[src/logic/gyro_regs_defs.svh]
`ifndef GYRO_REGS_DEFS_SVH
`define GYRO_REGS_DEFS_SVH

// Register offsets
`define ADDR_INT_FLAGS       8'h3A
`define ADDR_TEMP_HIGH       8'h41
`define ADDR_TEMP_LOW        8'h42
`define ADDR_RATE_X_HIGH     8'h43
`define ADDR_RATE_X_LOW      8'h44
`define ADDR_RATE_Y_HIGH     8'h45
`define ADDR_RATE_Y_LOW      8'h46
`define ADDR_RATE_Z_HIGH     8'h47
`define ADDR_RATE_Z_LOW      8'h48
`define ADDR_PATH_RESET      8'h68
`define ADDR_USER_CONTROL    8'h6A

// Field positions
`define BIT_OVERFLOW         4
`define BIT_DRIVE_READY      2
`define BIT_DATA_READY       0
`define BIT_TEMP_PATH_RST    0
`define BIT_FIFO_ENABLE      6
`define BIT_SPI_LOCK         4
`define BIT_FIFO_RST         2
`define BIT_SENSING_RST      0
`define BIT_IRQ_EN_OVERFLOW  4

// Reset values
`define RST_FLAGS            8'h00
`define RST_BYTE             8'h00
`define RST_RESULT           16'h0000

// Timing
`define CLK_PERIOD_NS        50
`define SELF_CLEAR_NS        50
`define SELF_CLEAR_CYCLES    ((`SELF_CLEAR_NS + `CLK_PERIOD_NS - 1) / `CLK_PERIOD_NS)

`endif

[src/logic/gyro_regs_pkg.sv]
package gyro_regs_pkg;

  typedef struct packed {
    logic       valid;
    logic       write;
    logic [7:0] addr;
    logic [7:0] wdata;
  } reg_req_t;

  typedef struct packed {
    logic       valid;
    logic [7:0] rdata;
  } reg_rsp_t;

  // Channel 0 temperature, 1..3 rate X, Y, Z
  typedef struct packed {
    logic             valid;
    logic [3:0][15:0] value;
  } sample_t;

  typedef struct packed {
    logic temp_path_rst;
    logic rate_path_rst;
    logic fifo_rst;
    logic i2c_rst;
    logic spi_only;
    logic fifo_enable;
  } path_ctrl_t;

  typedef enum logic [1:0] {
    CH_TEMP   = 2'h0,
    CH_RATE_X = 2'h1,
    CH_RATE_Y = 2'h2,
    CH_RATE_Z = 2'h3
  } chan_t;

endpackage : gyro_regs_pkg

[src/logic/gyro_status_output_control_regs.sv]
// How it works
// - Overflow sets bit 4, status read clears
// - Data-ready sets bit 0, status read clears
// - Drive-ready event shown in bit 2
// - Temperature high at 0x41, low 0x42
// - Rate X high at 0x43, low 0x44
// - Rate Y high at 0x45, low 0x46
// - Rate Z high at 0x47, low 0x48
// - Rate output is sensitivity times rate
// - Path-reset bit 0 resets temperature path only
// - User-control bit 6 enables FIFO access
// - Bit 4 resets I2C, locks SPI, self-clears
// - Bit 2 resets FIFO, self-clears
// - Bit 0 resets paths, clears all results
// - Overflow drives interrupt only when enabled
// - Read-clear config lets any read clear
`timescale 1ns/1ps
`include "gyro_regs_defs.svh"

module gyro_status_output_control_regs #(
  parameter int unsigned PULSE_CYCLES = `SELF_CLEAR_CYCLES
) (
  input  wire logic                       i_clk,             // 20 MHz internal clock
  input  wire logic                       i_rst,             // Async reset, high
  input  wire gyro_regs_pkg::reg_req_t    i_req,             // Serial front-end access
  input  wire logic                       i_burst_active,    // Serial transaction open
  input  wire gyro_regs_pkg::sample_t     i_sample,          // New results, valid pulse
  input  wire logic                       i_overflow_event,  // FIFO overflow pulse
  input  wire logic                       i_drive_ready_event, // Drive ready pulse
  input  wire logic                       i_read_clear_any,  // Any read clears flags
  input  wire logic [7:0]                 i_irq_enable,      // Interrupt enable byte
  output gyro_regs_pkg::reg_rsp_t         o_rsp,             // Read answer, one cycle
  output gyro_regs_pkg::path_ctrl_t       o_ctrl,            // Path resets and modes
  output logic                            o_irq              // Interrupt request, high
);

  ////////////////////////////////////////////////////////////////////////////////
  // Decode helpers

  localparam logic [7:0] FLAG_MASK = 8'((1 << `BIT_OVERFLOW) |
                                        (1 << `BIT_DRIVE_READY) |
                                        (1 << `BIT_DATA_READY));
  localparam int unsigned CNT_W = (PULSE_CYCLES > 1) ? $clog2(PULSE_CYCLES) : 1;

  function automatic logic hit(input logic [7:0] addr, input logic [7:0] off);
    hit = (addr == off);
  endfunction : hit

  // Maps a result byte address to its channel; high byte at odd offsets
  function automatic logic [3:0] result_slot(input logic [7:0] addr);
    logic [3:0] s;
    s = 4'h0;
    unique case (addr)
      `ADDR_TEMP_HIGH:   s = {1'b1, gyro_regs_pkg::CH_TEMP,   1'b1};
      `ADDR_TEMP_LOW:    s = {1'b1, gyro_regs_pkg::CH_TEMP,   1'b0};
      `ADDR_RATE_X_HIGH: s = {1'b1, gyro_regs_pkg::CH_RATE_X, 1'b1};
      `ADDR_RATE_X_LOW:  s = {1'b1, gyro_regs_pkg::CH_RATE_X, 1'b0};
      `ADDR_RATE_Y_HIGH: s = {1'b1, gyro_regs_pkg::CH_RATE_Y, 1'b1};
      `ADDR_RATE_Y_LOW:  s = {1'b1, gyro_regs_pkg::CH_RATE_Y, 1'b0};
      `ADDR_RATE_Z_HIGH: s = {1'b1, gyro_regs_pkg::CH_RATE_Z, 1'b1};
      `ADDR_RATE_Z_LOW:  s = {1'b1, gyro_regs_pkg::CH_RATE_Z, 1'b0};
      default:           s = 4'h0;
    endcase
    result_slot = s;
  endfunction : result_slot

  logic rd_strobe;
  logic wr_strobe;
  logic wr_path;
  logic wr_user;
  logic sensing_clear;

  assign rd_strobe     = i_req.valid & ~i_req.write;
  assign wr_strobe     = i_req.valid & i_req.write;
  assign wr_path       = wr_strobe & hit(i_req.addr, `ADDR_PATH_RESET);
  assign wr_user       = wr_strobe & hit(i_req.addr, `ADDR_USER_CONTROL);
  assign sensing_clear = wr_user & i_req.wdata[`BIT_SENSING_RST];

  ////////////////////////////////////////////////////////////////////////////////
  // Interrupt flags

  // Three live flags; reserved bits are never stored
  logic       flag_q [3];  // 2 overflow, 1 drive ready, 0 data ready
  logic [2:0] flag_evt;
  logic       flag_clr;
  logic [7:0] flags_view;
  logic [7:0] irq_src;

  // Shared by the read mux and the interrupt output
  function automatic logic [7:0] place_flags(input logic [2:0] b);
    logic [7:0] v;
    v = 8'h00;
    v[`BIT_OVERFLOW]    = b[2];
    v[`BIT_DRIVE_READY] = b[1];
    v[`BIT_DATA_READY]  = b[0];
    place_flags = v;
  endfunction : place_flags

  assign flag_evt[2] = i_overflow_event;
  assign flag_evt[1] = i_drive_ready_event;
  assign flag_evt[0] = i_sample.valid;
  assign flags_view  = place_flags({flag_q[2], flag_q[1], flag_q[0]}) & FLAG_MASK;

  // Any read clears when the read-clear option is on
  assign flag_clr = rd_strobe & (hit(i_req.addr, `ADDR_INT_FLAGS) | i_read_clear_any);

  // Set wins over a clear in the same edge, so an event is never lost to a read
  genvar fl;
  generate
    for (fl = 0; fl < 3; fl++) begin : g_flag
      always_ff @(posedge i_clk or posedge i_rst) begin
        if (i_rst) begin
          flag_q[fl] <= 1'b0;
        end else if (flag_evt[fl]) begin
          flag_q[fl] <= 1'b1;
        end else if (flag_clr) begin
          flag_q[fl] <= 1'b0;
        end
      end
    end
  endgenerate

  assign irq_src = flags_view & i_irq_enable & FLAG_MASK;

  // Every flag source is gated here by its own bit of i_irq_enable; the request is registered
  always_ff @(posedge i_clk or posedge i_rst) begin
    if (i_rst) begin
      o_irq <= 1'b0;
    end else begin
      o_irq <= |irq_src;
    end
  end

  ////////////////////////////////////////////////////////////////////////////////
  // Result storage

  logic [15:0] live_q   [4];
  logic [15:0] shadow_q [4];

  genvar ch;
  generate
    for (ch = 0; ch < 4; ch++) begin : g_chan
      // Results arrive already scaled by the sensitivity of the chosen range
      always_ff @(posedge i_clk or posedge i_rst) begin
        if (i_rst) begin
          live_q[ch] <= `RST_RESULT;
        end else if (sensing_clear) begin
          live_q[ch] <= `RST_RESULT;
        end else if (i_sample.valid) begin
          live_q[ch] <= i_sample.value[ch];
        end
      end

      // Frozen while a transaction is open so high and low bytes pair up
      always_ff @(posedge i_clk or posedge i_rst) begin
        if (i_rst) begin
          shadow_q[ch] <= `RST_RESULT;
        end else if (sensing_clear) begin
          shadow_q[ch] <= `RST_RESULT;
        end else if (!i_burst_active) begin
          shadow_q[ch] <= live_q[ch];
        end
      end
    end
  endgenerate

  ////////////////////////////////////////////////////////////////////////////////
  // Control bits

  logic             fifo_enable_q;
  logic             spi_only_q;
  logic             i2c_pulse_q;
  logic             fifo_pulse_q;
  logic             sense_pulse_q;
  logic             temp_pulse_q;
  logic             temp_any_q;
  logic [CNT_W-1:0] pulse_cnt_q;
  logic             pulse_live;
  logic             pulse_start;
  logic             pulse_end;
  logic             user_i2c_bit;
  logic             user_fifo_bit;
  logic             user_sense_bit;
  logic             path_temp_bit;

  gyro_regs_pkg::path_ctrl_t pulse_req;

  assign pulse_live     = (pulse_cnt_q != '0);
  assign pulse_start    = wr_user | wr_path;
  assign pulse_end      = ~pulse_start & ~pulse_live;
  assign user_i2c_bit   = wr_user & i_req.wdata[`BIT_SPI_LOCK];
  assign user_fifo_bit  = wr_user & i_req.wdata[`BIT_FIFO_RST];
  assign user_sense_bit = sensing_clear;
  assign path_temp_bit  = wr_path & i_req.wdata[`BIT_TEMP_PATH_RST];

  // Pulse requests carried by the current write, one field per reset line
  always_comb begin
    pulse_req               = '0;
    pulse_req.temp_path_rst = path_temp_bit | user_sense_bit;
    pulse_req.rate_path_rst = user_sense_bit;
    pulse_req.fifo_rst      = user_fifo_bit;
    pulse_req.i2c_rst       = user_i2c_bit;
    pulse_req.spi_only      = 1'b0;
    pulse_req.fifo_enable   = 1'b0;
  end

  always_ff @(posedge i_clk or posedge i_rst) begin
    if (i_rst) begin
      fifo_enable_q <= 1'b0;
    end else if (wr_user) begin
      fifo_enable_q <= i_req.wdata[`BIT_FIFO_ENABLE];
    end
  end

  // Lock holds until device reset; the I2C reset itself is a pulse
  always_ff @(posedge i_clk or posedge i_rst) begin
    if (i_rst) begin
      spi_only_q <= 1'b0;
    end else if (wr_user && i_req.wdata[`BIT_SPI_LOCK]) begin
      spi_only_q <= 1'b1;
    end
  end

  // One timer serves every pulse; a fresh write restarts it
  always_ff @(posedge i_clk or posedge i_rst) begin
    if (i_rst) begin
      pulse_cnt_q <= '0;
    end else if (pulse_start) begin
      pulse_cnt_q <= CNT_W'(PULSE_CYCLES - 1);
    end else if (pulse_live) begin
      pulse_cnt_q <= pulse_cnt_q - CNT_W'(1);
    end
  end

  // Any new control write ends the pulses it does not name
  always_ff @(posedge i_clk or posedge i_rst) begin
    if (i_rst) begin
      i2c_pulse_q <= 1'b0;
    end else if (pulse_start) begin
      i2c_pulse_q <= pulse_req.i2c_rst;
    end else if (pulse_end) begin
      i2c_pulse_q <= 1'b0;
    end
  end

  always_ff @(posedge i_clk or posedge i_rst) begin
    if (i_rst) begin
      fifo_pulse_q <= 1'b0;
    end else if (pulse_start) begin
      fifo_pulse_q <= pulse_req.fifo_rst;
    end else if (pulse_end) begin
      fifo_pulse_q <= 1'b0;
    end
  end

  always_ff @(posedge i_clk or posedge i_rst) begin
    if (i_rst) begin
      sense_pulse_q <= 1'b0;
    end else if (pulse_start) begin
      sense_pulse_q <= pulse_req.rate_path_rst;
    end else if (pulse_end) begin
      sense_pulse_q <= 1'b0;
    end
  end

  // Path-reset readback only; the full sensing reset does not show here
  always_ff @(posedge i_clk or posedge i_rst) begin
    if (i_rst) begin
      temp_pulse_q <= 1'b0;
    end else if (pulse_start) begin
      temp_pulse_q <= path_temp_bit;
    end else if (pulse_end) begin
      temp_pulse_q <= 1'b0;
    end
  end

  // Temperature path also resets with the full sensing reset
  always_ff @(posedge i_clk or posedge i_rst) begin
    if (i_rst) begin
      temp_any_q <= 1'b0;
    end else if (pulse_start) begin
      temp_any_q <= pulse_req.temp_path_rst;
    end else if (pulse_end) begin
      temp_any_q <= 1'b0;
    end
  end

  // Every field is a flop copy, nothing is decoded on the way out
  always_comb begin
    o_ctrl               = '0;
    o_ctrl.temp_path_rst = temp_any_q;
    o_ctrl.rate_path_rst = sense_pulse_q;
    o_ctrl.fifo_rst      = fifo_pulse_q;
    o_ctrl.i2c_rst       = i2c_pulse_q;
    o_ctrl.spi_only      = spi_only_q;
    o_ctrl.fifo_enable   = fifo_enable_q;
  end

  ////////////////////////////////////////////////////////////////////////////////
  // Read path

  // Readback of the user control byte; reserved bits stay zero
  function automatic logic [7:0] user_view(input logic fen, input logic i2c,
                                           input logic fifo, input logic sense);
    logic [7:0] v;
    v = 8'h00;
    v[`BIT_FIFO_ENABLE] = fen;
    v[`BIT_SPI_LOCK]    = i2c;
    v[`BIT_FIFO_RST]    = fifo;
    v[`BIT_SENSING_RST] = sense;
    user_view = v;
  endfunction : user_view

  logic [7:0]  rd_mux;
  logic [3:0]  slot;
  logic [15:0] word;

  // Result bytes come from the shadow, so a pair read in one burst matches
  always_comb begin
    rd_mux = 8'h00;
    slot   = result_slot(i_req.addr);
    word   = shadow_q[slot[2:1]];
    unique case (i_req.addr)
      `ADDR_INT_FLAGS: begin
        rd_mux = flags_view;
      end
      `ADDR_PATH_RESET: begin
        rd_mux[`BIT_TEMP_PATH_RST] = temp_pulse_q;
      end
      `ADDR_USER_CONTROL: begin
        rd_mux = user_view(fifo_enable_q, i2c_pulse_q, fifo_pulse_q, sense_pulse_q);
      end
      default: begin
        if (slot[3]) begin
          rd_mux = slot[0] ? word[15:8] : word[7:0];
        end
      end
    endcase
  end

  // Data is forced to zero between answers
  always_ff @(posedge i_clk or posedge i_rst) begin
    if (i_rst) begin
      o_rsp <= '0;
    end else begin
      o_rsp.valid <= rd_strobe;
      o_rsp.rdata <= rd_strobe ? rd_mux : 8'h00;
    end
  end

endmodule : gyro_status_output_control_regs

[config.mk]
export PLATFORM = sky130hd
export DESIGN_NAME = gyro_status_output_control_regs
export DESIGN_NICKNAME = d
export VERILOG_FILES = /design/src/logic/gyro_regs_pkg.sv /design/src/logic/gyro_status_output_control_regs.sv
export VERILOG_INCLUDE_DIRS = /design/src /design/src/logic
export SDC_FILE = /design/constraint.sdc
export NUM_CORES = 1
export LEC_CHECK = 0
export BUFFER_PORTS_ARGS = -buffer_cell sky130_fd_sc_hd__buf_2
export CAP_MARGIN = 5
export CORE_MARGIN = 2
export CORE_UTILIZATION = 35
export CTS_CLUSTER_DIAMETER = 40
export DETAILED_ROUTE_END_ITERATION = 10
export PLACE_DENSITY = 0.63
export SYNTH_ARGS = -nofsm -noshare
export SYNTH_HDL_FRONTEND = slang
export SYNTH_SLANG_ARGS = --single-unit
export TNS_END_PERCENT = 30
[constraint.sdc]
create_clock -name i_clk -period 5.33 [get_ports i_clk]
set_input_delay 1.066 -clock i_clk [delete_from_list [all_inputs] [get_ports i_clk]]
set_output_delay 1.066 -clock i_clk [all_outputs]
set_load 0.05 [all_outputs]
=== Yosys cells after proc, flatten, opt, wreduce, memory -nomap -nowiden ===
Cells that the tools add are included.
Widths: inputs -> output; s select.

* Bits in registers: 149
* Logic and storage cells: 98
* Input bits: 97
* Output and inout port bits: 16

* Add/subtract/negate cells: 1
* $lt $le $gt $ge: 1
* Reduce and logical (&&, ||, !) cells: 7
* Equality and inequality tests: 12
* Multiplexer cells: 37
* Bitwise logic cells: 18

{| class="wikitable"
|+ Operator list
! operator !! count
|-
| $mux 16 || 18
|-
| $eq 8x7->1 const B || 10
|-
| $bmux 16 s2 || 1
|-
| $pmux 4 s8 || 1
|-
| $mux 8 || 3
|-
| $pmux 7 s3 || 1
|-
| $mux 1 || 12
|-
| $and 1x1->1 || 10
|-
| $reduce_bool 2->1 || 5
|-
| $eq 8x6->1 const B || 1
|-
| $and 5x5->5 || 1
|-
| $ge 3x3->1 const B || 1
|-
| $not 1->1 || 3
|-
| $not 2->3 || 1
|-
| $or 1x1->1 || 3
|-
| $pmux 1 s3 || 1
|-
| $reduce_or 3->1 || 1
|-
| $ne 2x1->1 const B || 1
|-
| $logic_and 1x1->1 || 1
|-
| $sub 1x1->1 const B || 1
|}

=== Depth between registers and ports, before layout ===
* Word-level depth: 10
* Mapped depth: 8
* Mapped depth without buffers: 5

=== Least setup slack after synthesis ===
Ideal clock, no wire load.

* Kind: in2reg
* From: input port i_req[12] in the netlist's numbering
* To: register o_rsp[6] in the netlist's numbering
* Setup time: 94 ps
* Path buffers: 1
* Setup slack: 2676 ps
* Arrival time: 2560 ps
* Data required time: 5236 ps
* Stages: 6
* Cells stage by stage: or4b_1 -> buf_4 -> nor2_1 -> nand2_1 -> o221a_1 -> a221oi_2

* Longest elaborated chain between the ends: 10
* Elaborated cells on any way between the ends: 20
* Classes of those cells: 11 x eq/ne; 8 x mux; 1 x bitwise

{| class="wikitable"
|+ Ends and longest elaborated chain
! element !! RTL line !! RTL
|-
| from (decl) || gyro_status_output_control_regs.sv:25 || <nowiki>input wire gyro_regs_pkg::reg_req_t i_req,</nowiki>
|-
| $eq 8x7->1 || gyro_status_output_control_regs.sv:53 || <nowiki>unique case (addr)</nowiki>
|-
| $pmux 4 s8 || gyro_status_output_control_regs.sv:53 ||
|-
| $not 2->3 (implied by the code) || gyro_status_output_control_regs.sv:322 || <nowiki>word = shadow_q[slot[2:1]];</nowiki>
|-
| $bmux 16 s2 || gyro_status_output_control_regs.sv:322 ||
|-
| $mux 16 (implied by the code) (2 in a row) || gyro_status_output_control_regs.sv:322 ||
|-
| $mux 8 || gyro_status_output_control_regs.sv:335 || <nowiki>rd_mux = slot[0] ? word[15:8] : word[7:0];</nowiki>
|-
| $mux 8 || gyro_status_output_control_regs.sv:334 || <nowiki>if (slot[3]) begin</nowiki>
|-
| $pmux 7 s3 (*) || gyro_status_output_control_regs.sv:323 || <nowiki>unique case (i_req.addr)</nowiki>
|-
| $mux 8 (*) || gyro_status_output_control_regs.sv:347 || <nowiki>o_rsp.rdata <= rd_strobe ? rd_mux : 8'h00;</nowiki>
|-
| to (decl) || gyro_status_output_control_regs.sv:32 || <nowiki>output gyro_regs_pkg::reg_rsp_t o_rsp,</nowiki>
|}

Every way passes the cells marked *; elsewhere a longest branch is shown, timed or not. The select of a mux whose other input is x is not followed.
A chain may end at the register's enable or synchronous reset.

=== Worst setup path after layout ===
* From: input port i_req[12] in the netlist's numbering
* To: register o_rsp[0] in the netlist's numbering

* Longest elaborated chain between the ends: 10
* Elaborated cells on any way between the ends: 20
* Classes of those cells: 11 x eq/ne; 8 x mux; 1 x bitwise

{| class="wikitable"
|+ Ends and longest elaborated chain
! element !! RTL line
|-
| $eq 8x7->1 || gyro_status_output_control_regs.sv:53
|-
| $pmux 4 s8 || gyro_status_output_control_regs.sv:53
|-
| $not 2->3 (implied by the code) || gyro_status_output_control_regs.sv:322
|-
| $bmux 16 s2 || gyro_status_output_control_regs.sv:322
|-
| $mux 16 (implied by the code) (2 in a row) || gyro_status_output_control_regs.sv:322
|-
| $mux 8 || gyro_status_output_control_regs.sv:335
|-
| $mux 8 || gyro_status_output_control_regs.sv:334
|-
| $pmux 1 s3 (*) || gyro_status_output_control_regs.sv:323
|-
| $mux 8 (*) || gyro_status_output_control_regs.sv:347
|}

Marks and branches as above.

==> metrics.md <==
| Metric | Value |
|---|---|
| Routed vias | `4742` |
| Initial core utilization | `~35%` |
| CP Capture Type | `flip-flop` |
| CP Depth | `5` |
| Num CTS Buffers | `17` |
| Port bufs | `103` |
| Fin. Hold Viols | `0` |
| Detail Placement HPWL | `11100 um` |
| Reg2Reg Depth | `3` |
| Status | `finished clean` |
| Setup violators final | `0` |
| CP top delay family | `simple AND/OR/NAND/NOR gates` |
| GR Overflow Total | `0` |
| Max Used Layer | `met4` |
| CTS resizes | `0` |
| Net count after synthesis | `710` |
| CTS root buffer | `clkbuf_16` |
| Buffers plus inverters on the worst setup path | `1` |
| Worst-Skew Late Latency | `0.42 ns` |
| Post-route clock skew | `0.00994 ns` |
| Crit-path slowest cell | `or4b_1` |
| Core region area | `slightly below 20000 um2` |
| Crit start category | `input port` |
| Initial antenna violation count | `0` |
| CTS H-tree lvls | `4` |
| Total Wirelength | `16300 um` |
| Final slew viol count | `0` |
| Largest net degree at the start of global routing | `115` |
| Fmax | `between 300 and 400 MHz` |
| Antenna cells | `0` |
| Number of vias per cell | `4.87` |
| Async set-reset flop share out of synthesis | `100%` |
| Postcts setup bufs | `0` |
| Cell area after layout | `8110 um2` |
| WP data arrival | `3.56 ns` |
| Cell Rows | `slightly above 50` |
| RSZ-0062 raised after global routing | `no` |
| Initial DRC count | `between 300 and 400` |
| DRT antenna net count | `0` |
| Maximum root-to-sink buffer count | `2` |
| Peak supply drop | `0.200 mV` |
| Critical Path RT | `5.68 ns` |
| CP max stage delay | `0.90 ns` |
| Met2 WL | `7350 um` |
| Crit-path cells | `buf_2 > or4b_1 > nor3_1 > a21boi_0 > o311a_1` |
| Final worst-path cycle share | `60.2%` |
| Number of synthesized flops with an enable pin | `0` |
| CTS Hold Bufs | `0` |
| Detailed Routing Iterations Pass 1 | `4` |
| Met1 WL | `8020 um` |
| RR Startpoint | `shadow_q[29]` |
| DIE AREA | `20600 um2` |
| First-pass GRT wire length | `26000 um` |
| Share of cells above drive strength 1 | `22.0%` |
| Worst R2R Setup Slack | `slightly above 4 ns` |
| Syn_area_per_cell | `11.1 um2` |
| Register area share after synthesis | `between 50% and 60%` |
| Pwr/cell area | `between 300 and 400 nW/um2` |
| Die width | `between 100 and 150 um` |
| Clk slew on worst S/H paths | `0.06 ns` |
| Fin Setup TNS | `0 ns` |
| Warnings from Yosys | `0` |
| Detailed route wirelength on metal3 | `~740 um` |
| TritonCTS clock tree | `built` |
| # clock sinks | `around 150` |
| # fillers | `1914` |
| Vias in the first global route | `4753` |
| Leakage dissipation | `roughly 4.0 nW` |
| Unique masters post-synth | `57` |
| Slew headroom | `31.4%` |
| Worst setup startpoint | `i_req[12]` |
| Post-DR wirelength/cell | `approximately 17 um` |
| Worst Setup EP | `o_rsp[0]` |
| HP Class | `flip-flop to flip-flop` |
| Mapped Cells | `just over 600` |
| Mapped Area | `6810 um2` |
| Final net count | `792` |
| Most frequent cells in the layout | `148 x dfrtp_1, 142 x nor2_1, 138 x mux2i_1` |
| P&R area growth vs syn | `19.0%` |
| Commonest non-fill, non-tap cell in the layout | `dfrtp_1` |
| Min cycle time layout | `3.21 ns` |
| Dpl cell area | `7500 um2` |
| Hold path depth | `1` |
| Most used DFF post-synth | `dfrtp_1` |
| Die H | `between 100 and 150 um` |
| Total I/O pin count | `113` |
| Synthesis-stage register bit count | `approximately 150` |
| Total global-route track usage | `16.5%` |
| Critical path class | `input port to flip-flop` |
| RD Place Congestion | `around 0.9` |
| Worst-Margin Slew | `about 1.0 ns` |
| Number of max-cap violations | `0` |
| RR Endpoint | `o_rsp[5]` |
| DRC | `0` |
| Crit Path Max Fanout | `20` |
## worst min-delay path by stage
| stage | slack [ns] | start | endpoint |
|---|---|---|---|
| 2_1_floorplan | 0.43 | spi_only_q | spi_only_q |
| 3_3_place_gp | 0.44 | spi_only_q | spi_only_q |
| 3_5_place_dp | 0.45 | spi_only_q | spi_only_q |
| 4_1_cts | 0.46 | spi_only_q | spi_only_q |
| 5_1_grt | 0.49 | spi_only_q | spi_only_q |
| 6_report | 0.46 | spi_only_q | spi_only_q |
## synth_stat cells, drive strengths merged (2+ instances only)
cell    count  area (um2)
and2        2        12.5
mux2        5        56.3
nor4        2        27.5
a211oi      2        27.5
o221ai      4        35.0
inv         5        18.8
o22ai       6        37.5
o21ai      11        55.1
and3b       2        17.5
buf        35         181
nor2b       3        18.8
nand2      18        67.6
o21a        3        22.5
or3         2        12.5
nand3       3        15.0
o31ai       2        15.0
a31oi       3        33.8
nor4b       2        23.8
nor2      142         533
dfrtp     148        3700
o211ai      5        37.5
o22a        2        17.5
and3        2        12.5
mux2i     138        1380
or2         2        12.5
clkbuf     11        41.3
nor3b       2        15.0
or4b        3        30.0
nor3        7        40.0
a21o        6        45.0
nand2b      6        37.5
a21oi      10        50.1
a221oi      3        32.5
## final cells by class
cell class	count	area (um2)	share of cell area, %
multi-input combinational	414	2880	35.5
clock buffer	20	457	5.63
timing repair buffer	109	566	6.97
inverter	5	23.8	0.293
sequential	148	3700	45.7
tap	265	332	4.09
clock inverter	12	153	1.88
## report_power, final
group	leakage (nW)	internal [W]	switching (W)
logic	1.92	0.000139	0.000174
clock network	0.289	0.000761	0.000462
registers	1.76	0.00125	0.0000862
## cell families after synthesis
| family | count (synthesis) | share of synthesized area (%) |
|---|---|---|
| xor gates and xnor gates | 2 | 0.257 |
| buffers and inverters | 51 | 3.54 |
| AOI/OAI and AO/OA | 67 | 7.36 |
| DFF | 148 | 54.4 |
| muxes | 143 | 21.1 |
| and+or+nand+nor | 202 | 13.4 |
## registers in the layout, indices dropped and copies added, names as in the netlist, 3 cells and up
name	count
flag_q	3
o_rsp	9
live_q	64
shadow_q	64
## worst reg2reg max path: cells and delay by family, from the launching register on
kind            cells  cell delay (ns)
simple gates        1             0.40
flops               1             0.41
compound gates      2             0.28
## layer usage
layer | GRT usage [%] | up-vias
met3 | 4.17 | 15
met5 | 0 | -
met1 | 23.1 | 2320
li1 | - | 2300
met2 | 25.2 | 107
met4 | 5.11 | 0
## stage by stage
| step | util [%] | total power (W) | cells | worst slack, ns | hold slack, ns |
|---|---|---|---|---|---|
| global placement | 38.9 | 0.00166 | 941 | 1.77 | 0.440 |
| detailed placement | 38.9 | 0.00167 | 941 | 1.75 | 0.447 |
| floorplan | - | 0.00155 | 613 | 0.284 | 0.429 |
| CTS | 42.1 | 0.00291 | 973 | 2.19 | 0.460 |
| finish | 42.1 | 0.00287 | 973 | 2.12 | 0.457 |
| global route | 42.1 | 0.00301 | 973 | 2.06 | 0.489 |
No activity file was read; power rests on OpenSTA's default activity.
